[src/scr_pkg.sv]
// Function
// Freeze clear: address steps per ascend bit
// Freeze set: streaming address stays constant
// Host writes zero to user bits 7:1
// Control zero bit 6 enables sync processor
// Host enables receiver before or with processor
// Control zero bit 5 enables sync receiver
// Bit 4 selects finer windowing delay steps
// Host sets fine scale at high rates
// Bits 3:0 select sync capture delay
// Host picks delay from edge status
// Control one bit 0 inverts sync polarity
// Control one bit 2 clock PECL mode
// Control one bit 1 sync PECL mode
// Control zero resets to 0x80
// Ascend bit: 0 decrement, 1 increment
// Read-only 24-bit edge position status
// Byte registers written by SPI, read back
package scr_pkg;

    // SPI frame layout
    localparam int ADDR_W = 15;
    localparam int HEADER_BITS = 16;
    localparam int BYTE_BITS = 8;
    localparam logic [4:0] HEADER_LAST = 5'h0F;
    localparam logic [4:0] BYTE_LAST = 5'h07;

    // Register offsets
    localparam logic [ADDR_W-1:0] USER_SPI_CONFIG_ADDR = 15'h0010;
    localparam logic [ADDR_W-1:0] CLOCK_CONTROL_ZERO_ADDR = 15'h0029;
    localparam logic [ADDR_W-1:0] CLOCK_CONTROL_ONE_ADDR = 15'h002A;
    localparam logic [ADDR_W-1:0] CLOCK_CONTROL_TWO_ADDR = 15'h002B;
    localparam logic [ADDR_W-1:0] EDGE_STATUS_LOW_ADDR = 15'h002C;
    localparam logic [ADDR_W-1:0] EDGE_STATUS_MID_ADDR = 15'h002D;
    localparam logic [ADDR_W-1:0] EDGE_STATUS_HIGH_ADDR = 15'h002E;

    // Values after reset
    localparam logic [7:0] USER_SPI_CONFIG_RESET = 8'h00;
    localparam logic [7:0] CLOCK_CONTROL_ZERO_RESET = 8'h80;
    localparam logic [7:0] CLOCK_CONTROL_ONE_RESET = 8'h00;
    localparam logic [7:0] CLOCK_CONTROL_TWO_RESET = 8'h10;
    localparam logic [7:0] UNMAPPED_READ = 8'h00;
    localparam logic [23:0] EDGE_STATUS_RESET = 24'h000000;

    // Field positions
    localparam int ADDRESS_FREEZE_BIT = 0;
    localparam int SYNC_PROCESSOR_ENABLE_BIT = 6;
    localparam int SYNC_RECEIVER_ENABLE_BIT = 5;
    localparam int WINDOW_FINE_SCALE_BIT = 4;
    localparam int DELAY_SELECT_MSB = 3;
    localparam int DELAY_SELECT_LSB = 0;
    localparam int SYNC_POLARITY_INVERT_BIT = 0;
    localparam int SYNC_INPUT_PECL_MODE_BIT = 1;
    localparam int DEVICE_CLOCK_PECL_MODE_BIT = 2;

    // Synchroniser depth for pin inputs
    localparam int SYNC_STAGES = 2;

    typedef enum logic [1:0] {
        SPI_IDLE,
        SPI_HEADER,
        SPI_DATA
    } scr_spi_state_type;

endpackage

[src/scr_regs.sv]
`timescale 1ns/1ps
module scr_regs (
    // Clock and reset
    input wire logic clk,
    input wire logic rst,
    // SPI pins
    input wire logic spiSclk,
    input wire logic spiCsN,
    input wire logic spiSdi,
    output logic spiSdo,
    output logic spiSdoEnable,
    // Neighbouring register field
    input wire logic addressAscend,
    // Windowing detector status
    input wire logic [23:0] edgePositionStatus,
    // Sync pin input
    input wire logic syncPin,
    // Clock and sync controls
    output logic syncProcessorEnable,
    output logic syncReceiverEnable,
    output logic windowFineScale,
    output logic [3:0] delaySelect,
    output logic syncPolarityInvert,
    output logic syncInputPeclMode,
    output logic deviceClockPeclMode,
    output logic [7:0] clockControlTwo,
    // Sync path
    output logic syncAligned,
    output logic syncEvent
);
    import scr_pkg::*;

    // Synchronised pins
    logic [3:0] pinSync;
    logic sclkS;
    logic csNS;
    logic sdiS;
    logic syncS;

    scr_sync #(
        .WIDTH(4),
        .STAGES(SYNC_STAGES)
    ) uSync (
        .clk(clk),
        .rst(rst),
        .asyncIn({syncPin, spiSdi, spiCsN, spiSclk}),
        .syncOut(pinSync)
    );

    // Pin copies taken after the two-flop chain
    assign sclkS = pinSync[0];
    assign csNS = pinSync[1];
    assign sdiS = pinSync[2];
    assign syncS = pinSync[3];

    // SPI engine state
    scr_spi_state_type state;
    scr_spi_state_type next_state;
    logic sclkPrev;
    logic next_sclkPrev;
    logic [4:0] bitCount;
    logic [4:0] next_bitCount;
    logic [15:0] shiftIn;
    logic [15:0] next_shiftIn;
    logic readMode;
    logic next_readMode;
    logic [ADDR_W-1:0] address;
    logic [ADDR_W-1:0] next_address;
    logic [7:0] readShift;
    logic [7:0] next_readShift;
    logic sdoBit;
    logic next_sdoBit;
    logic [23:0] edgeSnapshot;
    logic [23:0] next_edgeSnapshot;

    // Register file
    logic [7:0] userSpiConfig;
    logic [7:0] next_userSpiConfig;
    logic [7:0] clockControlZero;
    logic [7:0] next_clockControlZero;
    logic [7:0] clockControlOne;
    logic [7:0] next_clockControlOne;
    logic [7:0] clockControlTwoReg;
    logic [7:0] next_clockControlTwoReg;

    // Sync path state
    logic syncAlignedReg;
    logic next_syncAlignedReg;
    logic syncEventReg;
    logic next_syncEventReg;

    // Edge and strobe decode
    logic sclkRise;
    logic sclkFall;
    logic writeStrobe;
    logic [7:0] writeData;
    logic [ADDR_W-1:0] steppedAddress;
    logic [ADDR_W-1:0] loadAddress;
    logic byteDone;
    logic headerDone;
    logic [ADDR_W-1:0] headerAddress;

    // Serial clock edges; a pulse shorter than a clock period is lost
    assign sclkRise = sclkS && !sclkPrev;
    assign sclkFall = !sclkS && sclkPrev;
    assign headerDone = (state == SPI_HEADER) && sclkRise && !csNS && (bitCount == HEADER_LAST);
    assign byteDone = (state == SPI_DATA) && sclkRise && !csNS && (bitCount == BYTE_LAST);
    // Header address: fourteen shifted bits plus the bit still on the data line
    assign headerAddress = {shiftIn[ADDR_W-2:0], sdiS};
    assign writeStrobe = byteDone && !readMode;
    assign writeData = {shiftIn[6:0], sdiS};

    // Address step between streamed bytes
    always_comb begin
        if (userSpiConfig[ADDRESS_FREEZE_BIT]) begin
            steppedAddress = address;
        end else if (addressAscend) begin
            steppedAddress = address + 15'h0001;
        end else begin
            steppedAddress = address - 15'h0001;
        end
    end

    // Byte read back for a given address
    function automatic logic [7:0] readByte(input logic [ADDR_W-1:0] addr, input logic [23:0] edgeWord);
        logic [7:0] value;
        value = UNMAPPED_READ;
        case (addr)
            USER_SPI_CONFIG_ADDR: value = userSpiConfig;
            CLOCK_CONTROL_ZERO_ADDR: value = clockControlZero;
            CLOCK_CONTROL_ONE_ADDR: value = clockControlOne;
            CLOCK_CONTROL_TWO_ADDR: value = clockControlTwoReg;
            EDGE_STATUS_LOW_ADDR: value = edgeWord[7:0];
            EDGE_STATUS_MID_ADDR: value = edgeWord[15:8];
            EDGE_STATUS_HIGH_ADDR: value = edgeWord[23:16];
            default: value = UNMAPPED_READ;
        endcase
        return value;
    endfunction

    // Address of the next byte to read: header address first, stepped after
    assign loadAddress = headerDone ? headerAddress : steppedAddress;

    // SPI frame sequencing: header, then streamed data bytes
    // Chip select release aborts the frame and drops any partial byte
    always_comb begin
        next_state = state;
        next_sclkPrev = sclkS;
        next_bitCount = bitCount;
        next_shiftIn = shiftIn;
        next_readMode = readMode;
        next_address = address;
        next_readShift = readShift;
        next_sdoBit = sdoBit;
        next_edgeSnapshot = edgeSnapshot;
        if (csNS) begin
            next_state = SPI_IDLE;
            next_bitCount = 5'h00;
            next_sdoBit = 1'b0;
        end else begin
            case (state)
                SPI_IDLE: begin
                    next_state = SPI_HEADER;
                    next_bitCount = 5'h00;
                    if (sclkRise) begin
                        next_shiftIn = {shiftIn[14:0], sdiS};
                        next_bitCount = 5'h01;
                    end
                end
                SPI_HEADER: begin
                    if (sclkRise) begin
                        next_shiftIn = {shiftIn[14:0], sdiS};
                        next_bitCount = bitCount + 5'h01;
                        if (headerDone) begin
                            // Snapshot keeps the three status bytes coherent
                            next_edgeSnapshot = edgePositionStatus;
                            next_readMode = shiftIn[14];
                            next_address = headerAddress;
                            next_readShift = readByte(headerAddress, edgePositionStatus);
                            next_bitCount = 5'h00;
                            next_state = SPI_DATA;
                        end
                    end
                end
                SPI_DATA: begin
                    if (sclkRise) begin
                        next_shiftIn = {shiftIn[14:0], sdiS};
                        next_bitCount = bitCount + 5'h01;
                        if (byteDone) begin
                            next_bitCount = 5'h00;
                            next_address = steppedAddress;
                            next_readShift = readByte(loadAddress, edgeSnapshot);
                        end
                    end else if (sclkFall) begin
                        next_sdoBit = readShift[7];
                        next_readShift = {readShift[6:0], 1'b0};
                    end
                end
                default: begin
                    next_state = SPI_IDLE;
                end
            endcase
        end
    end

    // SPI engine flops
    always_ff @(posedge clk or posedge rst) begin
        if (rst) begin
            state <= SPI_IDLE;
            sclkPrev <= 1'b0;
            bitCount <= 5'h00;
            shiftIn <= 16'h0000;
            readMode <= 1'b0;
            address <= '0;
            readShift <= 8'h00;
            sdoBit <= 1'b0;
            edgeSnapshot <= EDGE_STATUS_RESET;
        end else begin
            state <= next_state;
            sclkPrev <= next_sclkPrev;
            bitCount <= next_bitCount;
            shiftIn <= next_shiftIn;
            readMode <= next_readMode;
            address <= next_address;
            readShift <= next_readShift;
            sdoBit <= next_sdoBit;
            edgeSnapshot <= next_edgeSnapshot;
        end
    end

    // Register writes; status bytes and unmapped offsets ignore writes
    // Reserved bits are stored as written; the host keeps them at defaults
    always_comb begin
        next_userSpiConfig = userSpiConfig;
        next_clockControlZero = clockControlZero;
        next_clockControlOne = clockControlOne;
        next_clockControlTwoReg = clockControlTwoReg;
        if (writeStrobe) begin
            case (address)
                USER_SPI_CONFIG_ADDR: next_userSpiConfig = writeData;
                CLOCK_CONTROL_ZERO_ADDR: next_clockControlZero = writeData;
                CLOCK_CONTROL_ONE_ADDR: next_clockControlOne = writeData;
                CLOCK_CONTROL_TWO_ADDR: next_clockControlTwoReg = writeData;
                default: next_userSpiConfig = userSpiConfig;
            endcase
        end
    end

    // Register file flops
    always_ff @(posedge clk or posedge rst) begin
        if (rst) begin
            userSpiConfig <= USER_SPI_CONFIG_RESET;
            clockControlZero <= CLOCK_CONTROL_ZERO_RESET;
            clockControlOne <= CLOCK_CONTROL_ONE_RESET;
            clockControlTwoReg <= CLOCK_CONTROL_TWO_RESET;
        end else begin
            userSpiConfig <= next_userSpiConfig;
            clockControlZero <= next_clockControlZero;
            clockControlOne <= next_clockControlOne;
            clockControlTwoReg <= next_clockControlTwoReg;
        end
    end

    // Control fields driven from the register bits
    assign syncProcessorEnable = clockControlZero[SYNC_PROCESSOR_ENABLE_BIT];
    assign syncReceiverEnable = clockControlZero[SYNC_RECEIVER_ENABLE_BIT];
    assign windowFineScale = clockControlZero[WINDOW_FINE_SCALE_BIT];
    assign delaySelect = clockControlZero[DELAY_SELECT_MSB:DELAY_SELECT_LSB];
    assign syncPolarityInvert = clockControlOne[SYNC_POLARITY_INVERT_BIT];
    assign syncInputPeclMode = clockControlOne[SYNC_INPUT_PECL_MODE_BIT];
    assign deviceClockPeclMode = clockControlOne[DEVICE_CLOCK_PECL_MODE_BIT];
    assign clockControlTwo = clockControlTwoReg;

    // Sync path: receiver gate, polarity, processor edge event
    // Receiver off holds aligned sync low, so no event can fire either
    always_comb begin
        next_syncAlignedReg = 1'b0;
        next_syncEventReg = 1'b0;
        if (syncReceiverEnable) begin
            next_syncAlignedReg = syncS ^ syncPolarityInvert;
        end
        if (syncProcessorEnable && next_syncAlignedReg && !syncAlignedReg) begin
            next_syncEventReg = 1'b1;
        end
    end

    // Sync path flops
    always_ff @(posedge clk or posedge rst) begin
        if (rst) begin
            syncAlignedReg <= 1'b0;
            syncEventReg <= 1'b0;
        end else begin
            syncAlignedReg <= next_syncAlignedReg;
            syncEventReg <= next_syncEventReg;
        end
    end

    // Registered sync outputs
    assign syncAligned = syncAlignedReg;
    assign syncEvent = syncEventReg;

    // Serial data out drives only during the data phase of a read
    // Enable low outside reads leaves a shared data line free
    assign spiSdo = sdoBit;
    assign spiSdoEnable = (state == SPI_DATA) && readMode && !csNS;
endmodule

[src/scr_sync.sv]
`timescale 1ns/1ps
module scr_sync #(
    parameter int WIDTH = 4,
    parameter int STAGES = scr_pkg::SYNC_STAGES
) (
    // Clock and reset
    input wire logic clk,
    input wire logic rst,
    // Asynchronous inputs and their synchronised copies
    input wire logic [WIDTH-1:0] asyncIn,
    output logic [WIDTH-1:0] syncOut
);
    import scr_pkg::*;

    logic [WIDTH-1:0] stage [STAGES];
    logic [WIDTH-1:0] next_stage [STAGES];

    // Shift chain: first stage feeds only the second
    genvar i;
    generate
        for (i = 0; i < STAGES; i++) begin : gStage
            if (i == 0) begin : gFirst
                always_comb begin
                    next_stage[i] = asyncIn;
                end
            end else begin : gRest
                always_comb begin
                    next_stage[i] = stage[i-1];
                end
            end
            always_ff @(posedge clk or posedge rst) begin
                if (rst) begin
                    stage[i] <= '0;
                end else begin
                    stage[i] <= next_stage[i];
                end
            end
        end
    endgenerate

    assign syncOut = stage[STAGES-1];
endmodule

[config.mk]
export PLATFORM = sky130hd
export DESIGN_NAME = scr_regs
export DESIGN_NICKNAME = d
export VERILOG_FILES = /design/src/scr_pkg.sv /design/src/scr_regs.sv /design/src/scr_sync.sv
export SDC_FILE = /design/constraint.sdc
export NUM_CORES = 1
export LEC_CHECK = 0
export ABC_CLOCK_PERIOD_IN_PS = 4900
export CORE_ASPECT_RATIO = 1.4
export CORE_UTILIZATION = 60
export DETAILED_ROUTE_END_ITERATION = 7
export DONT_BUFFER_PORTS = 1
export PLACE_DENSITY = 0.76
export SKIP_LAST_GASP = 1
export SLEW_MARGIN = 20
export SYNTH_ARGS = -nofsm -noshare
export SYNTH_HDL_FRONTEND = slang
export SYNTH_SLANG_ARGS = --single-unit
[constraint.sdc]
create_clock -name clk -period 4.9 [get_ports clk]
set_clock_uncertainty 0.15 [all_clocks]
set_input_delay 0.735 -clock clk [delete_from_list [all_inputs] [get_ports clk]]
set_output_delay 0.735 -clock clk [all_outputs]
set_load 0.02 [all_outputs]
==> results_dict.tcl <==
set metrics [dict create \
    async_reset_ff_share_pct 100.0 \
    synthTopCellsByArea "dfrtp_1, mux2_2, nand2_1" \
    worst_setup_path_start_kind "input port" \
    synth_seq_cells 114 \
    synth.area.mux_share_pct 14.57 \
    hold_viol 0 \
    drcViolationCount 0 \
    cts_root_buf "clkbuf_16" \
    final_common_cell "nand2_1" \
    grt_max_degree 85 \
    rows 45 \
    post-route-period-util_pct 74.64 \
    globalRouteTotalUtil_pct 32.17 \
    synth_area_um2 6799 \
    path_clk_slew_ps 60 \
    fillers 832 \
    post-dp-hpwl_um 12400 \
    report.final.slew_viol_count 0 \
    cts_tree "built" \
    postLayoutCoreUtil_pct 68.51 \
    dp_cells 820 \
    status "finished clean" \
    setup_violations 0 \
    fin_tns_setup_ps 0 \
    p_switching_w 0.0007294 \
    die_h_um 128.0 \
    yosys_most_used_dff "dfrtp_1" \
    grt_pass1_vias 5878 \
    post-synth-top-area-cell "dfrtp_1" \
    max-cap-violations 0 \
    ioPinCount 53 \
    hold_ws_ps 150.7 \
    port_buffers 0 \
    end_kind "flop" \
    htreeDepth 4 \
    layout_common_cells "nand2_1, dfrtp_1, nor2_1, mux2_2, a21oi_1" \
    p_clk_share_pct 47.1 \
    synth_top_family_by_area "compound AO/OA/AOI/OAI gates" \
    synthSimpleGateAreaFrac_pct 17.00 \
    yosysWarnings 0 \
    worst_ep_required_time_ps 5030 \
    p_int_w 0.001906 \
    post_cts_resized 0 \
    cts_hold_buf 0 \
    seqPwrFrac_pct 40.8 \
    min_path_type "in2async" \
    synthAdderAreaFrac_pct 4.343 \
    synth-compound-area-share_pct 17.22 \
    power_w 0.002635 \
    nets 752 \
    crit_fanout 14 \
    postCtsSetupRepairBufs 0 \
    synth_top_area_share_pct 41.22 \
    viasPerCell 6.638 \
    path_class "in2reg" \
    num_vias 5656 \
    fmax_mhz 273.4 \
    rsz0062_at_grt "no" \
    initial_core_util_pct 62.25 \
    antenna_left 0 \
    grt_pass1_wl_um 28920 \
    first_pass_iters 5 \
    fin_cells 852 \
    clock_path_buffers 2 \
    clk_latency_ps 420 \
    avgSynthCellArea_um2 9.576 \
    antenna_cells 0 \
    wl_um 17660 \
    cts_num_sinks 114 \
    die_area_um2 11770 \
    relSlewSlack_pct 37.79 \
    drtIter0Drc 322 \
    ys_types 73 \
    finalCriticalPeriod_ps 3657 \
    synth_nets 764 \
    ir_drop_v 0.0002657 \
    seq_area_frac_synth_pct 41.99 \
    synth_edf_count 0 \
    synth_xor_area_share_pct 1.546 \
    wire_per_inst_um 20.72 \
    grt.overflow.total 0 \
    worstMarginPinSlew_ps 925.5 \
    cp_data_arrival_time_ps 3790 \
    swShare_pct 27.68 \
    core_um2 10920 \
    powerDensity_nw_per_um2 352.1 \
    gp_congestion 0.9078 \
    grt_antenna_before_repair 0 \
    cts_buffers 17 \
    power_frac_comb_pct 12.1 \
    postSynthCellCount 710 \
    power.leakage_nw 3.201 \
    chipWidth_um 91.97 \
    drive_above_1_share_pct 16.88 \
    areaGrowthSynthToFinish_pct 10.07 \
]
## through the flow
| stage | worst slack (ps) | cell area, µm² |
|---|---|---|
| after floorplan | 1003 | 6799 |
| after global placement | 1062 | 6882 |
| after detailed placement | 894.2 | 6888 |
| after CTS | 1313 | 7481 |
| after global routing | 1067 | 7483 |
| final | 1243 | 7483 |
## power by group through the flow
stage / sequential, W / combinational (W) / clock (W)
5_1_grt: 0.00108 / 0.000349 / 0.00129
4_1_cts: 0.00107 / 0.000315 / 0.00125
3_3_place_gp: 0.00108 / 0.000303 / 0
3_5_place_dp: 0.00108 / 0.000311 / 0
6_report: 0.00107 / 0.000320 / 0.00124
2_1_floorplan: 0.00102 / 0.000280 / 0
## worst max-delay path, cell delays in order
cell and delay [ps]:
inv_1 390, ha_1 410, a211oi_2 340, o31a_1 300, o22ai_1 120, o31a_1 250
o21ai_0 420, xor2_1 160, a31oi_2 480, o31ai_1 160
## final cells by class
class,count,area (µm²),share of cell area (%)
multi-input cells,542,3730,49.84
flip-flops and latches,114,2855,38.15
clock buffers,18,429.2,5.735
well taps,141,176.4,2.357
clock inverters,14,163.9,2.190
repair buffers,10,75.07,1.003
inverters,13,53.80,0.7189
## Yosys cell counts, types with 13 or more instances
cell type,count
o21ai_0,21
nor3_1,13
mux2_2,53
mux2i_1,38
ha_1,22
o22ai_1,19
dfrtp_1,112
a22oi_1,13
a21oi_1,45
nor2_1,53
clkbuf_1,32
nand2_1,114
## flip-flops by register name (all words and copies together) (netlist names)
signal / count
address: 15
bitCount: 5
clockControlOne: 8
clockControlTwo: 8
clockControlZero: 8
edgeSnapshot: 24
readMode: 1
readShift: 8
sclkPrev: 1
shiftIn: 15
spiSdo: 1
state: 2
syncAligned: 1
syncEvent: 1
uSync.next_stage: 4
uSync.syncOut: 4
userSpiConfig: 8
## worst paths after layout
path	start	endpoint	slack, ps	cells past startpoint
max	addressAscend	readShift[7]	1240	10
min	rst	clockControlZero[3]	150	1
max reg2reg	bitCount[0]	readShift[7]	1290	12
min reg2reg	uSync.next_stage[1]	uSync.syncOut[1]	200	0
max in group asynchronous	rst	clockControlZero[7]	3510	2
min in group clk	syncPin	uSync.next_stage[3]	190	0
## cells by family (layout without fill, tap and decap cells)
kind of cell / Yosys count / count (layout)
buf+inv: 54 / 55
flops: 114 / 114
simple gates: 244 / 244
fa+ha+maj: 23 / 23
mux: 92 / 92
compound gates: 171 / 171
xor+xnor: 12 / 12
## layer usage
metal	vias to the layer above	wire [µm]	global-route usage, %
met4	0	945	22.33
li1	2565	-	-
met1	2758	6651	36.43
met5	-	0	0
met2	260	9046	55.05
met3	73	1013	5.575
(Power assumes the default switching activity.)
